==> src/ccp_otc_pkg.sv <==
package ccp_otc_pkg;
	// APB register byte offsets; each register sits in one aligned word.
	localparam logic [7:0] ADDR_OE_GATING = 8'h00;
	localparam logic [7:0] ADDR_DEADBAND = 8'h04;
	localparam logic [7:0] ADDR_MODE_SHUTDOWN = 8'h08;
	localparam logic [7:0] ADDR_TRIG_STATUS = 8'h0C;
	localparam logic [7:0] ADDR_WIP_STATUS = 8'h10;
	localparam logic [7:0] ADDR_IRQ_STATUS = 8'h14;
	localparam logic [7:0] ADDR_IRQ_MASK = 8'h18;

	// Writable bit masks; any bit outside a mask reads zero.
	localparam logic [15:0] MASK_OE_GATING = 16'hBFDF;
	localparam logic [15:0] MASK_DEADBAND = 16'h003F;
	localparam logic [15:0] MASK_MODE_FULL = 16'hF73F;
	localparam logic [15:0] MASK_MODE_SINGLE = 16'hF000;
	localparam logic [2:0] MASK_IRQ = 3'h7;

	// Reset values of every register.
	localparam logic [15:0] RESET_REG16 = 16'h0000;
	localparam logic [2:0] RESET_IRQ = 3'h0;

	// Field positions in the output-enable gating register.
	localparam int OE_SYNC_BIT = 15;
	localparam int OE_EN_LSB = 8;
	localparam int OE_PIN_COUNT = 6;

	// Field positions in the dead-band register.
	localparam int DB_LSB = 0;
	localparam int DB_WIDTH = 6;

	// Field positions in the output-mode and shutdown register.
	localparam int HOLD_TRIG_BIT = 15;
	localparam int PULSE_EXT_LSB = 12;
	localparam int PULSE_EXT_WIDTH = 3;
	localparam int POL_A_BIT = 5;
	localparam int POL_B_BIT = 4;
	localparam int PSS_A_LSB = 2;
	localparam int PSS_B_LSB = 0;

	// Field positions in the trigger status register.
	localparam int TRIG_FLAG_BIT = 7;
	localparam int TRIG_SET_BIT = 6;
	localparam int TRIG_CANCEL_BIT = 5;

	// Number of buffered-update pending flags.
	localparam int WIP_COUNT = 5;

	// Interrupt status bit positions.
	localparam int IRQ_TRIGGERED = 0;
	localparam int IRQ_CANCELLED = 1;
	localparam int IRQ_ONESHOT_DONE = 2;

	// Shutdown state codes for a pin pair.
	localparam logic [1:0] PSS_ACTIVE = 2'h3;
	localparam logic [1:0] PSS_INACTIVE = 2'h2;
endpackage : ccp_otc_pkg

==> src/ccp_deadband.sv <==
`timescale 1ns/1ps
// Turns one raw drive level into a complementary pair with a programmable gap.
module ccp_deadband
	import ccp_otc_pkg::*;
(
	input wire logic pclk,
	input wire logic presetn,
	input wire logic raw_level,
	input wire logic [DB_WIDTH-1:0] deadband_periods,
	output logic out_a,
	output logic out_b
);
	// Cycles the raw level has stood still since its last change.
	logic [DB_WIDTH-1:0] stable_count;
	// Raw level seen on the previous edge.
	logic raw_prev;

	// Count how long the raw level has been steady, saturating at the top.
	always_ff @(posedge pclk or negedge presetn) begin
		if (!presetn) begin
			stable_count <= '0;
			raw_prev <= 1'b0;
		end else begin
			raw_prev <= raw_level;
			if (raw_level != raw_prev) begin
				stable_count <= '0;
			end else if (stable_count != {DB_WIDTH{1'b1}}) begin
				stable_count <= stable_count + 1'b1;
			end
		end
	end

	// Each side turns on only after the gap; both turn off at once.
	// This keeps the pair from ever being active together.
	always_ff @(posedge pclk or negedge presetn) begin
		if (!presetn) begin
			out_a <= 1'b0;
			out_b <= 1'b0;
		end else if (deadband_periods == '0) begin
			// A zero gap bypasses the delay entirely.
			out_a <= raw_level;
			out_b <= !raw_level;
		end else begin
			// The gap counts whole clock periods after the change.
			out_a <= raw_level && (raw_level == raw_prev)
				&& (stable_count >= deadband_periods - 1'b1);
			out_b <= !raw_level && (raw_level == raw_prev)
				&& (stable_count >= deadband_periods - 1'b1);
		end
	end
endmodule : ccp_deadband

==> src/ccp_output_trigger_control.sv <==
`timescale 1ns/1ps
// Operation
// - Output enables apply at rollover when synced.
// - Nonzero dead-band inserts N gap periods.
// - Zero dead-band disables the gap logic.
// - Dead-band register only in multi-output variant.
// - Pulse extend K gives K+1 periods.
// - Triggered flag shows running, else reset.
// - Cancel strobe clears trigger, reads zero.
// - Mode, polarity, shutdown only in multi-output.
// - Hold enabled pins undriven until triggered, only while trigger operation is on.
module ccp_output_trigger_control
	import ccp_otc_pkg::*;
#(
	parameter bit MULTI_OUTPUT_VARIANT = 1'b1
) (
	input wire logic pclk,
	input wire logic presetn,
	input wire logic psel,
	input wire logic penable,
	input wire logic pwrite,
	input wire logic [7:0] paddr,
	input wire logic [31:0] pwdata,
	output logic [31:0] prdata,
	output logic pready,
	output logic pslverr,
	input wire logic time_base_rollover,
	input wire logic trigger_operation_enable,
	input wire logic trigger_event,
	input wire logic oneshot_event,
	input wire logic compare_level,
	input wire logic shutdown_active,
	input wire logic [WIP_COUNT-1:0] update_pending,
	output logic [OE_PIN_COUNT-1:0] pin_output_enable_n,
	output logic pwm_out_a,
	output logic pwm_out_b,
	output logic timer_run,
	output logic oneshot_active,
	output logic irq
);
	////////////////////////////////////////////////////////////////////////////////
	// Register storage.

	// Output-enable gating control as written by software.
	logic [15:0] output_enable_gating_control;
	// Dead-band control; stays zero in the single-output variant.
	logic [15:0] deadband_control;
	// Output mode, hold, pulse extend, polarity and shutdown state.
	logic [15:0] output_mode_shutdown_control;
	// Sticky interrupt status and its mask.
	logic [2:0] irq_status;
	logic [2:0] irq_mask;
	// Pin enables actually in force on the pins.
	logic [OE_PIN_COUNT-1:0] active_output_enable;
	// Trigger state of the timer.
	logic timer_triggered_flag;
	// Captured pending flags from the datapath.
	logic [WIP_COUNT-1:0] pending_seen;
	// Remaining time-base periods of the one-shot pulse, less one.
	logic [PULSE_EXT_WIDTH-1:0] oneshot_left;

	////////////////////////////////////////////////////////////////////////////////
	// Bus decode.

	// A write or a read completes in the access phase when pready is high.
	logic bus_write;
	logic bus_setup;
	assign bus_write = psel && penable && pwrite && pready;
	assign bus_setup = psel && !penable;

	// Compares a bus address with the offset of one register.
	function automatic logic hit(input logic [7:0] addr, input logic [7:0] target);
		hit = (addr == target);
	endfunction : hit

	// Writable mask of the mode register depends on the variant.
	logic [15:0] mode_mask;
	assign mode_mask = MULTI_OUTPUT_VARIANT ? MASK_MODE_FULL : MASK_MODE_SINGLE;

	// Software strobes in the trigger status register.
	logic sw_trigger_set;
	logic sw_trigger_cancel;
	assign sw_trigger_set = bus_write && hit(paddr, ADDR_TRIG_STATUS)
		&& pwdata[TRIG_SET_BIT] && trigger_operation_enable;
	assign sw_trigger_cancel = bus_write && hit(paddr, ADDR_TRIG_STATUS)
		&& pwdata[TRIG_CANCEL_BIT] && trigger_operation_enable;

	// Named fields of the stored controls.
	logic oe_sync;
	logic hold_outputs_until_trigger;
	logic [PULSE_EXT_WIDTH-1:0] pulse_extend_count;
	logic [DB_WIDTH-1:0] deadband_periods;
	assign oe_sync = output_enable_gating_control[OE_SYNC_BIT];
	assign hold_outputs_until_trigger = output_mode_shutdown_control[HOLD_TRIG_BIT];
	assign pulse_extend_count =
		output_mode_shutdown_control[PULSE_EXT_LSB +: PULSE_EXT_WIDTH];
	assign deadband_periods = deadband_control[DB_LSB +: DB_WIDTH];

	////////////////////////////////////////////////////////////////////////////////
	// APB answer: zero wait states, read data set up during the setup cycle.

	// Read mux of every mapped register; unmapped reads give zero.
	logic [15:0] read_value;
	logic read_mapped;
	always_comb begin
		read_value = 16'h0000;
		read_mapped = 1'b1;
		unique case (paddr)
			ADDR_OE_GATING: read_value = output_enable_gating_control;
			ADDR_DEADBAND: read_value = deadband_control;
			ADDR_MODE_SHUTDOWN: read_value = output_mode_shutdown_control;
			// Set and cancel strobes always read back as zero.
			ADDR_TRIG_STATUS: read_value = {8'h00, timer_triggered_flag, 7'h00};
			ADDR_WIP_STATUS: read_value = {11'h0, pending_seen};
			ADDR_IRQ_STATUS: read_value = {13'h0, irq_status};
			ADDR_IRQ_MASK: read_value = {13'h0, irq_mask};
			default: read_mapped = 1'b0;
		endcase
	end

	// The answer is registered in the setup cycle, so pready stands high
	// in the first access cycle and the bus never waits.
	always_ff @(posedge pclk or negedge presetn) begin
		if (!presetn) begin
			pready <= 1'b0;
			pslverr <= 1'b0;
			prdata <= 32'h00000000;
		end else begin
			pready <= bus_setup;
			pslverr <= bus_setup && !read_mapped;
			prdata <= bus_setup && !pwrite ? {16'h0000, read_value} : 32'h00000000;
		end
	end

	////////////////////////////////////////////////////////////////////////////////
	// Control register writes.

	// Only implemented bits take a write; the rest stay zero.
	always_ff @(posedge pclk or negedge presetn) begin
		if (!presetn) begin
			output_enable_gating_control <= RESET_REG16;
			deadband_control <= RESET_REG16;
			output_mode_shutdown_control <= RESET_REG16;
			irq_mask <= RESET_IRQ;
		end else if (bus_write) begin
			if (hit(paddr, ADDR_OE_GATING)) begin
				output_enable_gating_control <= pwdata[15:0] & MASK_OE_GATING;
			end
			// The single-output variant has no dead-band storage at all.
			if (hit(paddr, ADDR_DEADBAND) && MULTI_OUTPUT_VARIANT) begin
				deadband_control <= pwdata[15:0] & MASK_DEADBAND;
			end
			if (hit(paddr, ADDR_MODE_SHUTDOWN)) begin
				output_mode_shutdown_control <= pwdata[15:0] & mode_mask;
			end
			if (hit(paddr, ADDR_IRQ_MASK)) begin
				irq_mask <= pwdata[2:0] & MASK_IRQ;
			end
		end
	end

	////////////////////////////////////////////////////////////////////////////////
	// Output-enable update timing.

	// With sync set the new enables wait for the next rollover; a pin
	// therefore never takes a written enable in the middle of a period.
	always_ff @(posedge pclk or negedge presetn) begin
		if (!presetn) begin
			active_output_enable <= '0;
		end else if (!oe_sync || time_base_rollover) begin
			active_output_enable <=
				output_enable_gating_control[OE_EN_LSB +: OE_PIN_COUNT];
		end
	end

	////////////////////////////////////////////////////////////////////////////////
	// Trigger state.

	// A hardware or software trigger wins over a cancel in the same cycle.
	// Turning trigger operation off returns the flag to zero.
	always_ff @(posedge pclk or negedge presetn) begin
		if (!presetn) begin
			timer_triggered_flag <= 1'b0;
		end else if (!trigger_operation_enable) begin
			timer_triggered_flag <= 1'b0;
		end else if (trigger_event || sw_trigger_set) begin
			timer_triggered_flag <= 1'b1;
		end else if (sw_trigger_cancel) begin
			timer_triggered_flag <= 1'b0;
		end
	end

	// The timer runs freely without trigger operation, else only once triggered.
	always_ff @(posedge pclk or negedge presetn) begin
		if (!presetn) begin
			timer_run <= 1'b0;
		end else begin
			timer_run <= !trigger_operation_enable || timer_triggered_flag;
		end
	end

	////////////////////////////////////////////////////////////////////////////////
	// One-shot pulse extension.

	// The pulse starts on the event and lasts K+1 time-base periods,
	// counted in rollovers; a new event while active restarts the count.
	always_ff @(posedge pclk or negedge presetn) begin
		if (!presetn) begin
			oneshot_active <= 1'b0;
			oneshot_left <= '0;
		end else if (oneshot_event) begin
			oneshot_active <= 1'b1;
			oneshot_left <= pulse_extend_count;
		end else if (oneshot_active && time_base_rollover) begin
			if (oneshot_left == '0) begin
				oneshot_active <= 1'b0;
			end else begin
				oneshot_left <= oneshot_left - 1'b1;
			end
		end
	end

	////////////////////////////////////////////////////////////////////////////////
	// Buffered-update pending flags.

	// Mirrors the datapath so software sees a steady registered value.
	always_ff @(posedge pclk or negedge presetn) begin
		if (!presetn) begin
			pending_seen <= '0;
		end else begin
			pending_seen <= update_pending;
		end
	end

	////////////////////////////////////////////////////////////////////////////////
	// Complementary outputs with dead band, polarity and shutdown.

	// Complementary pair before polarity and shutdown.
	logic pair_a;
	logic pair_b;

	ccp_deadband u_deadband (
		.pclk(pclk),
		.presetn(presetn),
		.raw_level(compare_level),
		.deadband_periods(deadband_periods),
		.out_a(pair_a),
		.out_b(pair_b)
	);

	// Applies a shutdown state code to one active-high level.
	function automatic logic shut_level(input logic level, input logic [1:0] pss,
		input logic shut);
		if (!shut) begin
			shut_level = level;
		end else begin
			shut_level = (pss == PSS_ACTIVE);
		end
	endfunction : shut_level

	// Polarity inverts the active level after the shutdown choice.
	always_ff @(posedge pclk or negedge presetn) begin
		if (!presetn) begin
			pwm_out_a <= 1'b0;
			pwm_out_b <= 1'b0;
		end else begin
			pwm_out_a <= shut_level(pair_a,
				output_mode_shutdown_control[PSS_A_LSB +: 2], shutdown_active)
				^ output_mode_shutdown_control[POL_A_BIT];
			pwm_out_b <= shut_level(pair_b,
				output_mode_shutdown_control[PSS_B_LSB +: 2], shutdown_active)
				^ output_mode_shutdown_control[POL_B_BIT];
		end
	end

	// A floating shutdown state on side A lets every pin go while shut down.
	logic shut_release;
	assign shut_release = shutdown_active
		&& !output_mode_shutdown_control[PSS_A_LSB + 1];

	// A pin is driven when enabled, not held for a trigger and not released.
	always_ff @(posedge pclk or negedge presetn) begin
		if (!presetn) begin
			pin_output_enable_n <= {OE_PIN_COUNT{1'b1}};
		end else if (hold_outputs_until_trigger && trigger_operation_enable
			&& !timer_triggered_flag) begin
			pin_output_enable_n <= {OE_PIN_COUNT{1'b1}};
		end else if (shut_release) begin
			pin_output_enable_n <= {OE_PIN_COUNT{1'b1}};
		end else begin
			pin_output_enable_n <= ~active_output_enable;
		end
	end

	////////////////////////////////////////////////////////////////////////////////
	// Interrupts.

	// Events of this block, one cycle each.
	logic trigger_rise;
	logic oneshot_end;
	logic [2:0] irq_events;
	assign trigger_rise = trigger_operation_enable && !timer_triggered_flag
		&& (trigger_event || sw_trigger_set);
	assign oneshot_end = oneshot_active && time_base_rollover && !oneshot_event
		&& (oneshot_left == '0);
	assign irq_events = {oneshot_end, sw_trigger_cancel && timer_triggered_flag
		&& !trigger_event && !sw_trigger_set, trigger_rise};

	// Write one to clear; an event in the same cycle keeps its bit set.
	always_ff @(posedge pclk or negedge presetn) begin
		if (!presetn) begin
			irq_status <= RESET_IRQ;
		end else begin
			if (bus_write && hit(paddr, ADDR_IRQ_STATUS)) begin
				irq_status <= (irq_status & ~pwdata[2:0]) | irq_events;
			end else begin
				irq_status <= irq_status | irq_events;
			end
		end
	end

	// Level interrupt, high while any unmasked bit is set.
	always_ff @(posedge pclk or negedge presetn) begin
		if (!presetn) begin
			irq <= 1'b0;
		end else begin
			irq <= |(irq_status & irq_mask);
		end
	end
endmodule : ccp_output_trigger_control

==> config.mk <==
export PLATFORM = sky130hd
export DESIGN_NAME = ccp_output_trigger_control
export DESIGN_NICKNAME = d
export VERILOG_FILES = /design/src/ccp_otc_pkg.sv /design/src/ccp_deadband.sv /design/src/ccp_output_trigger_control.sv
export SDC_FILE = /design/constraint.sdc
export NUM_CORES = 1
export LEC_CHECK = 0
export BUFFER_PORTS_ARGS = -buffer_cell sky130_fd_sc_hd__buf_2
export CORE_MARGIN = 10
export CORE_UTILIZATION = 54
export DETAILED_ROUTE_END_ITERATION = 10
export PLACE_DENSITY = 0.89
export SLEW_MARGIN = 20
export SYNTH_ARGS = -nofsm -noshare
export SYNTH_HDL_FRONTEND = slang
export SYNTH_SLANG_ARGS = --single-unit
==> constraint.sdc <==
create_clock -name pclk -period 2.2 [get_ports pclk]
set_input_delay 0.44 -clock pclk [delete_from_list [all_inputs] [get_ports pclk]]
set_output_delay 0.44 -clock pclk [all_outputs]
set_load 0.01 [all_outputs]
==> results.md, run 1 <==
* Static Leak at 0.00253 uW
* Clock transition at path regs at 0.10 ns
* Synth Instances at 346
* #FFs+latches synth at 92
* Final ANT Viol Nets at 0
* Drt via density at 5.36
* Post-synthesis sequential area ratio at 54.4%
* Die area at 0.0118 mm2
* Post-CTS Setup Repair Bufs at 0
* HPWL Detailed at 6.98 mm
* Area contributors post-synth: dfrtp_1 (51%), mux2_2 (8.8%), mux2i_1 (4.2%)
* Num CTS Buffers at 9
* Max Cap Viol at 0
* Remaining global-route overflow at 0
* Clock Path Buffers at 2
* CTS sink count at 92
* Setup crit end kind: register
* Setup-failing EPs final at 0
* Period utilisation layout at 90.7%
* Area growth, synth to finish at 14.6%
* Slowest CP cell: dfrtp_1
* Initial antenna violation count at 0
* Area taken by multi-input logic gates at 0.00177 mm2
* Post-layout min period at 2.00 ns
* CP cell instances: nor3_1, nand3_1, xor2_1, ha_1, a21oi_1, o21ai_0, a211oi_1, a211oi_1
* Hold buffers post-CTS at 0
* Die Y at 109 um
* Reg area at 0.00231 mm2
* Num rows at 32
* Syn_area_per_cell at 12.3 um2
* Clk Latency, worst-skew pair at 0.37 ns
* Global-route wire length before repair at 15.0 mm
* Number of global-route vias before repair at 3040
* PD cells at 652 mW/mm2
* Setup_tns at 0 ns
* RSZ-0062 raised after global routing: false
* PostCTS Resize Cnt at 0
* YS warnings at 0
* Max incr delay on CP at 0.45 ns
* Synthesized cell area at 0.00425 mm2
* Count leader, synth: dfrtp_1
* Core area at 0.00769 mm2
* Routability cong. at 0.900
* Worst min-delay path category: input port to async pin
* Ys flop type: dfrtp_1
* Clock root buffer master: clkbuf_8
* Cell family with most CP delay: compound AO/OA/AOI/OAI gates
* N_diodes at 0
* CTS tree: yes
* Wirelength per Cell at 17.5 um
* Initial Util at 55.2%
* IO buf count at 68
* Relative slew slack at 55.8%
* Number of remaining DRC errors at 0
* Max Clock Skew at 0.0128 ns
* Status: finished clean
* Layout cell share with drive strength beyond 1 at 33.9%
* Vias at 2841
* H-tree depth at 3
* Post-synth top area share at 50.7%
* WP data arrival at 2.23 ns
* Max frequency at 0.501 GHz
* Initial DRC count at 158
* Final Hold Fails at 0
* IO Count at 101
* Netlist cell types at 48
* Crit path kind: register to register
* Worst endpoint required time at 2.44 ns
* Final setup margin at 0.205 ns
* Die W at 109 um
* Hold slack at 0.00586 ns
* Worst Path Max Fanout at 5
* Pre-CTS WS at 0.219 ns
* Final Max Slew Viols at 0
* Nets at 492
* Drt pass-1 iters at 5
* Fill cells at 601
* Worst vdd ir at 0.000356 V
* Worst-Margin Slew at 0.654 ns
* Gr usage total at 16.1%
* Most common cell on crit path: a211oi_1
* Largest net degree at the start of global routing at 58
* Post-synth EDFFs at 0
* FFs w/ async S/R, synth at 100%
* Final wirelength at 9.29 mm
* Post-synth top area cell: dfrtp_1
* Startpoint types: register
* CP bufs+invs at 0
* Post-synth top cells: dfrtp_1 (86), mux2_2 (33), nor2_1 (26), mux2i_1 (18)
==> metrics by stage <==
| step | cell area [um2] | total power [uW] | instances | utilization, % |
|---|---|---|---|---|
| after floorplan | 4300 | 1980 | 361 | - |
| after CTS | 4870 | 3200 | 530 | 63.3 |
| final | 4870 | 3170 | 530 | 63.3 |
| after detailed placement | 4670 | 2100 | 514 | 60.8 |
| after global placement | 4670 | 2080 | 514 | 60.8 |
| after global routing | 4870 | 3310 | 530 | 63.3 |
==> layer usage <==
metal / track usage (%) / part of all wire, % / up-vias
met5: 0 / 0 / -
met4: 7.72 / 2.2 / 0
met3: 4.31 / 7.8 / 19
met2: 25.1 / 49 / 100
met1: 20.4 / 42 / 1386
li1: - / - / 1336
==> worst reg2reg max path: cells and delay by family (launching register included) <==
kind,cells,cell delay [ns]
flip-flops,1,0.45
AO/OA/AOI/OAI,4,0.60
XOR/XNOR,1,0.16
adder cells (fa/ha/maj),1,0.30
AND/OR/NAND/NOR,2,0.35
==> sequential cells by signal, summed over array words and instances (netlist names), 5 cells and up <==
signal	count
active_output_enable	6
deadband_control	6
output_enable_gating_control	14
output_mode_shutdown_control	13
pending_seen	5
pin_output_enable_n	6
prdata	16
u_deadband.stable_count	6
==> cell type report <==
type,count,share of cell area [%]
Inverter,14,1.08
Sequential cell,92,47.5
Timing Repair Buffer,76,8.53
Multi-Input combinational cell,230,36.3
Clock inverter,7,1.44
Tap cell,102,2.62
Clock buffer,9,2.54
==> layout by cell type, fill, tap and decap left out, types with 7 or more instances in the layout <==
cell	netlist	routed
a21oi_1	11	11
dfrtp_1	86	86
nand2_1	16	16
clkbuf_8	0	9
buf_2	3	67
nor3_1	7	7
nor2_1	26	26
mux2_4	10	10
mux2i_1	18	18
a211oi_1	10	10
conb_1	1	16
xnor2_1	7	7
buf_4	16	8
inv_1	14	14
ha_1	13	13
and3_1	7	7
mux2_2	33	33
==> power breakdown <==
| part | leakage (uW) | internal [uW] | switching (uW) | total [uW] |
|---|---|---|---|---|
| combinational | 0.00122 | 125 | 182 | 307 |
| sequential | 0.00122 | 1730 | 28.5 | 1760 |
| clock | 0.0000951 | 440 | 666 | 1110 |
==> logic make-up (layout without fill, tap and decap cells) <==
group           after synthesis  after routing  share of synthesized area, %
other cells                   1             16                        0.0883
flops                        92             92                          54.4
xor+xnor                      9              9                          1.86
simple gates                 92             92                          11.8
compound gates               39             39                          6.22
mux                          61             61                          16.5
fa+ha+maj                    13             13                          3.83
buf+inv                      39            106                          5.30
==> worst paths after layout <==
| kind | endpoint | slack [ns] | from | cells after the start |
|---|---|---|---|---|
| max | u_deadband.out_b | 0.20 | deadband_control[3] | 8 |
| min in group pclk | pending_seen[4] | 0.18 | update_pending[4] | 1 |
| max in group asynchronous | output_mode_shutdown_control[5] | 1.54 | presetn | 2 |
| max reg2reg | u_deadband.out_b | 0.20 | deadband_control[3] | 8 |
| min | oneshot_left[0] | 0.006 | presetn | 1 |
| min reg2reg | pin_output_enable_n[1] | 0.39 | active_output_enable[1] | 1 |
No activity file was read; power rests on OpenSTA's default activity.
==> run 2: changes to the inputs <==
--- a/config.mk
+++ b/config.mk
@@ -9,6 +9,7 @@
 export CORE_MARGIN = 10
 export CORE_UTILIZATION = 54
 export DETAILED_ROUTE_END_ITERATION = 10
+export HOLD_SLACK_MARGIN = 0.06
 export PLACE_DENSITY = 0.89
 export SLEW_MARGIN = 20
 export SYNTH_ARGS = -nofsm -noshare
==> constraint.sdc (replaced) <==
create_clock -name pclk -period 2.2 [get_ports pclk]
set_input_delay 0.44 -clock pclk [delete_from_list [all_inputs] [get_ports pclk]]
set_output_delay 0.44 -clock pclk [all_outputs]
set_load 0.02 [all_outputs]
==> run 2 against run 1 <==
Net effect: cell area is 0.21% higher; flip-flop and latch count stayed put; global-route usage hardly changed; wire length is 0.24% higher; combinational power is 6.8% higher; worst hold slack better by 0.17 ns; highest routed layer unchanged; via count is 0.18% higher; first-iteration DRC count is 8.2% lower; count of clock-buffer cells in the layout stayed put; sequential power hardly changed.
==> results.md, run 2 (same netlist as run 1, synthesis figures left out) <==
* Clock Path Buffers at 2
* CTS sink count at 92
* Relative slew slack at 55.3%
* Clock Power Share at 34.6%
* Die Y at 109 um
* Initial Util at 55.2%
* Final ANT Viol Nets at 0
* Largest regs: prdata: 16 flops, output_enable_gating_control: 14 flops, output_mode_shutdown_control: 13 flops
* PD cells at 655 mW/mm2
* Max frequency at 0.501 GHz
* Startpoint types: register
* Max Cap Viol at 0
* Worst Path Max Fanout at 5
* Die W at 109 um
* Drt pass-1 iters at 4
* Final instance area at 0.00488 mm2
* Wirelength per Cell at 17.5 um
* Largest net degree at the start of global routing at 58
* Clk Latency, worst-skew pair at 0.37 ns
* Post-layout min period at 2.00 ns
* Vias at 2846
* Fill cells at 602
* Max Clock Skew at 0.0117 ns
* Final wirelength at 9.31 mm
* H-tree depth at 3
* Worst vdd ir at 0.000355 V
* Clock root buffer master: clkbuf_8
* Worst min-delay path category: input port to register
* Drt via density at 5.36
* Static Leak at 0.00254 uW
* CTS tree: yes
* P_int at 2300 uW
* Num rows at 32
* Switching part of the total at 28.1%
* RSZ-0062 raised after global routing: false
* N_diodes at 0
* HPWL Detailed at 6.98 mm
* Period utilisation layout at 90.7%
* Final Hold Fails at 0
* WP data arrival at 2.23 ns
* Nets at 493
* Setup-failing EPs final at 0
* Final Max Slew Viols at 0
* Comb power frac at 10.3%
* Area growth, synth to finish at 14.8%
* Worst endpoint required time at 2.44 ns
* Remaining global-route overflow at 0
* Area of placed instances at 0.00467 mm2
* Commonest non-fill, non-tap cell in the layout: dfrtp_1
* Psw at 898 uW
* Core area at 0.00769 mm2
* Num CTS Buffers at 9
* Gr usage total at 16.1%
* Number of global-route vias before repair at 3047
* Global-route wire length before repair at 15.0 mm
* IO Count at 101
* Placed Instances at 514
* Register share of total power at 55.1%
* Leading cell types in the layout, fill and taps excluded: dfrtp_1 (86), buf_2 (67), mux2_2 (33)
* Layout Cells excl Fill at 531
* Status: finished clean
* IO buf count at 68
* Final setup margin at 0.205 ns
* Routability cong. at 0.900
* Worst-Margin Slew at 0.662 ns
* Setup_tns at 0 ns
* Post-CTS Setup Repair Bufs at 0
* Top reg by flops: prdata
* Clock transition at path regs at 0.09 ns
* Initial antenna violation count at 0
* Initial DRC count at 145
* Layout cell share with drive strength beyond 1 at 33.8%
* Die area at 0.0118 mm2
* Max FFs per register at 16
* Crit path kind: register to register
* Total power at 3200 uW
* Number of remaining DRC errors at 0
* Pre-CTS WS at 0.219 ns
* Setup crit end kind: register
run 2: per-stage QoR:
stage / utilization, % / hold slack (ns)
final: 63.4 / 0.179
after detailed placement: 60.8 / 0.381
after global routing: 63.4 / 0.163
after global placement: 60.8 / 0.380
after floorplan: - / 0.144
after CTS: 63.4 / 0.170
run 2: repair_timing:
action / CTS / global route
hold buffers: 1 / 0
resized for setup: 0 / 0
endpoints found under the hold margin: 29 / 0
run 2: metal layers:
layer  track usage [%]  up-vias  share of wire, %
li1                  -     1339                 -
met1              20.5     1381                42
met2              25.2      106                48
met3              4.31       20               8.2
met4              7.72        0               2.2
met5                 0        -                 0
run 2: critical path, stage by stage (launching register included):
cell and delay, ns:
dfrtp_1 0.45, nor3_1 0.22, nand3_1 0.13, xor2_1 0.16
ha_1 0.30, a21oi_1 0.12, o21ai_0 0.11, a211oi_1 0.28
a211oi_1 0.09
run 2: path summary, 6_finish.rpt:
kind / startpoint / endpoint / slack (ns) / cells after the start
max: deadband_control[3] / u_deadband.out_b / 0.20 / 8
min: update_pending[4] / pending_seen[4] / 0.18 / 1
max reg2reg: deadband_control[3] / u_deadband.out_b / 0.20 / 8
min reg2reg: active_output_enable[1] / pin_output_enable_n[1] / 0.39 / 1
max in group asynchronous: presetn / output_mode_shutdown_control[5] / 0.99 / 3
min in group asynchronous: presetn / oneshot_left[0] / 0.55 / 2
run 2: power by group through the flow:
stage	Sequential, uW	Combinational (uW)	Clock (uW)
detailed placement	1790	327	0
CTS	1760	332	1120
global placement	1790	311	0
global route	1770	366	1200
floorplan	1800	196	0
finish	1760	328	1110
run 2: area by class of cell:
class | instances | area (um2) | share of cell area (%)
sequential | 92 | 2310 | 47.4
multi-input combinational | 230 | 1770 | 36.2
timing repair buffer | 77 | 425 | 8.72
tap | 102 | 128 | 2.62
clock buffer | 9 | 124 | 2.54
clock inverter | 7 | 70.1 | 1.44
inverter | 14 | 52.6 | 1.08
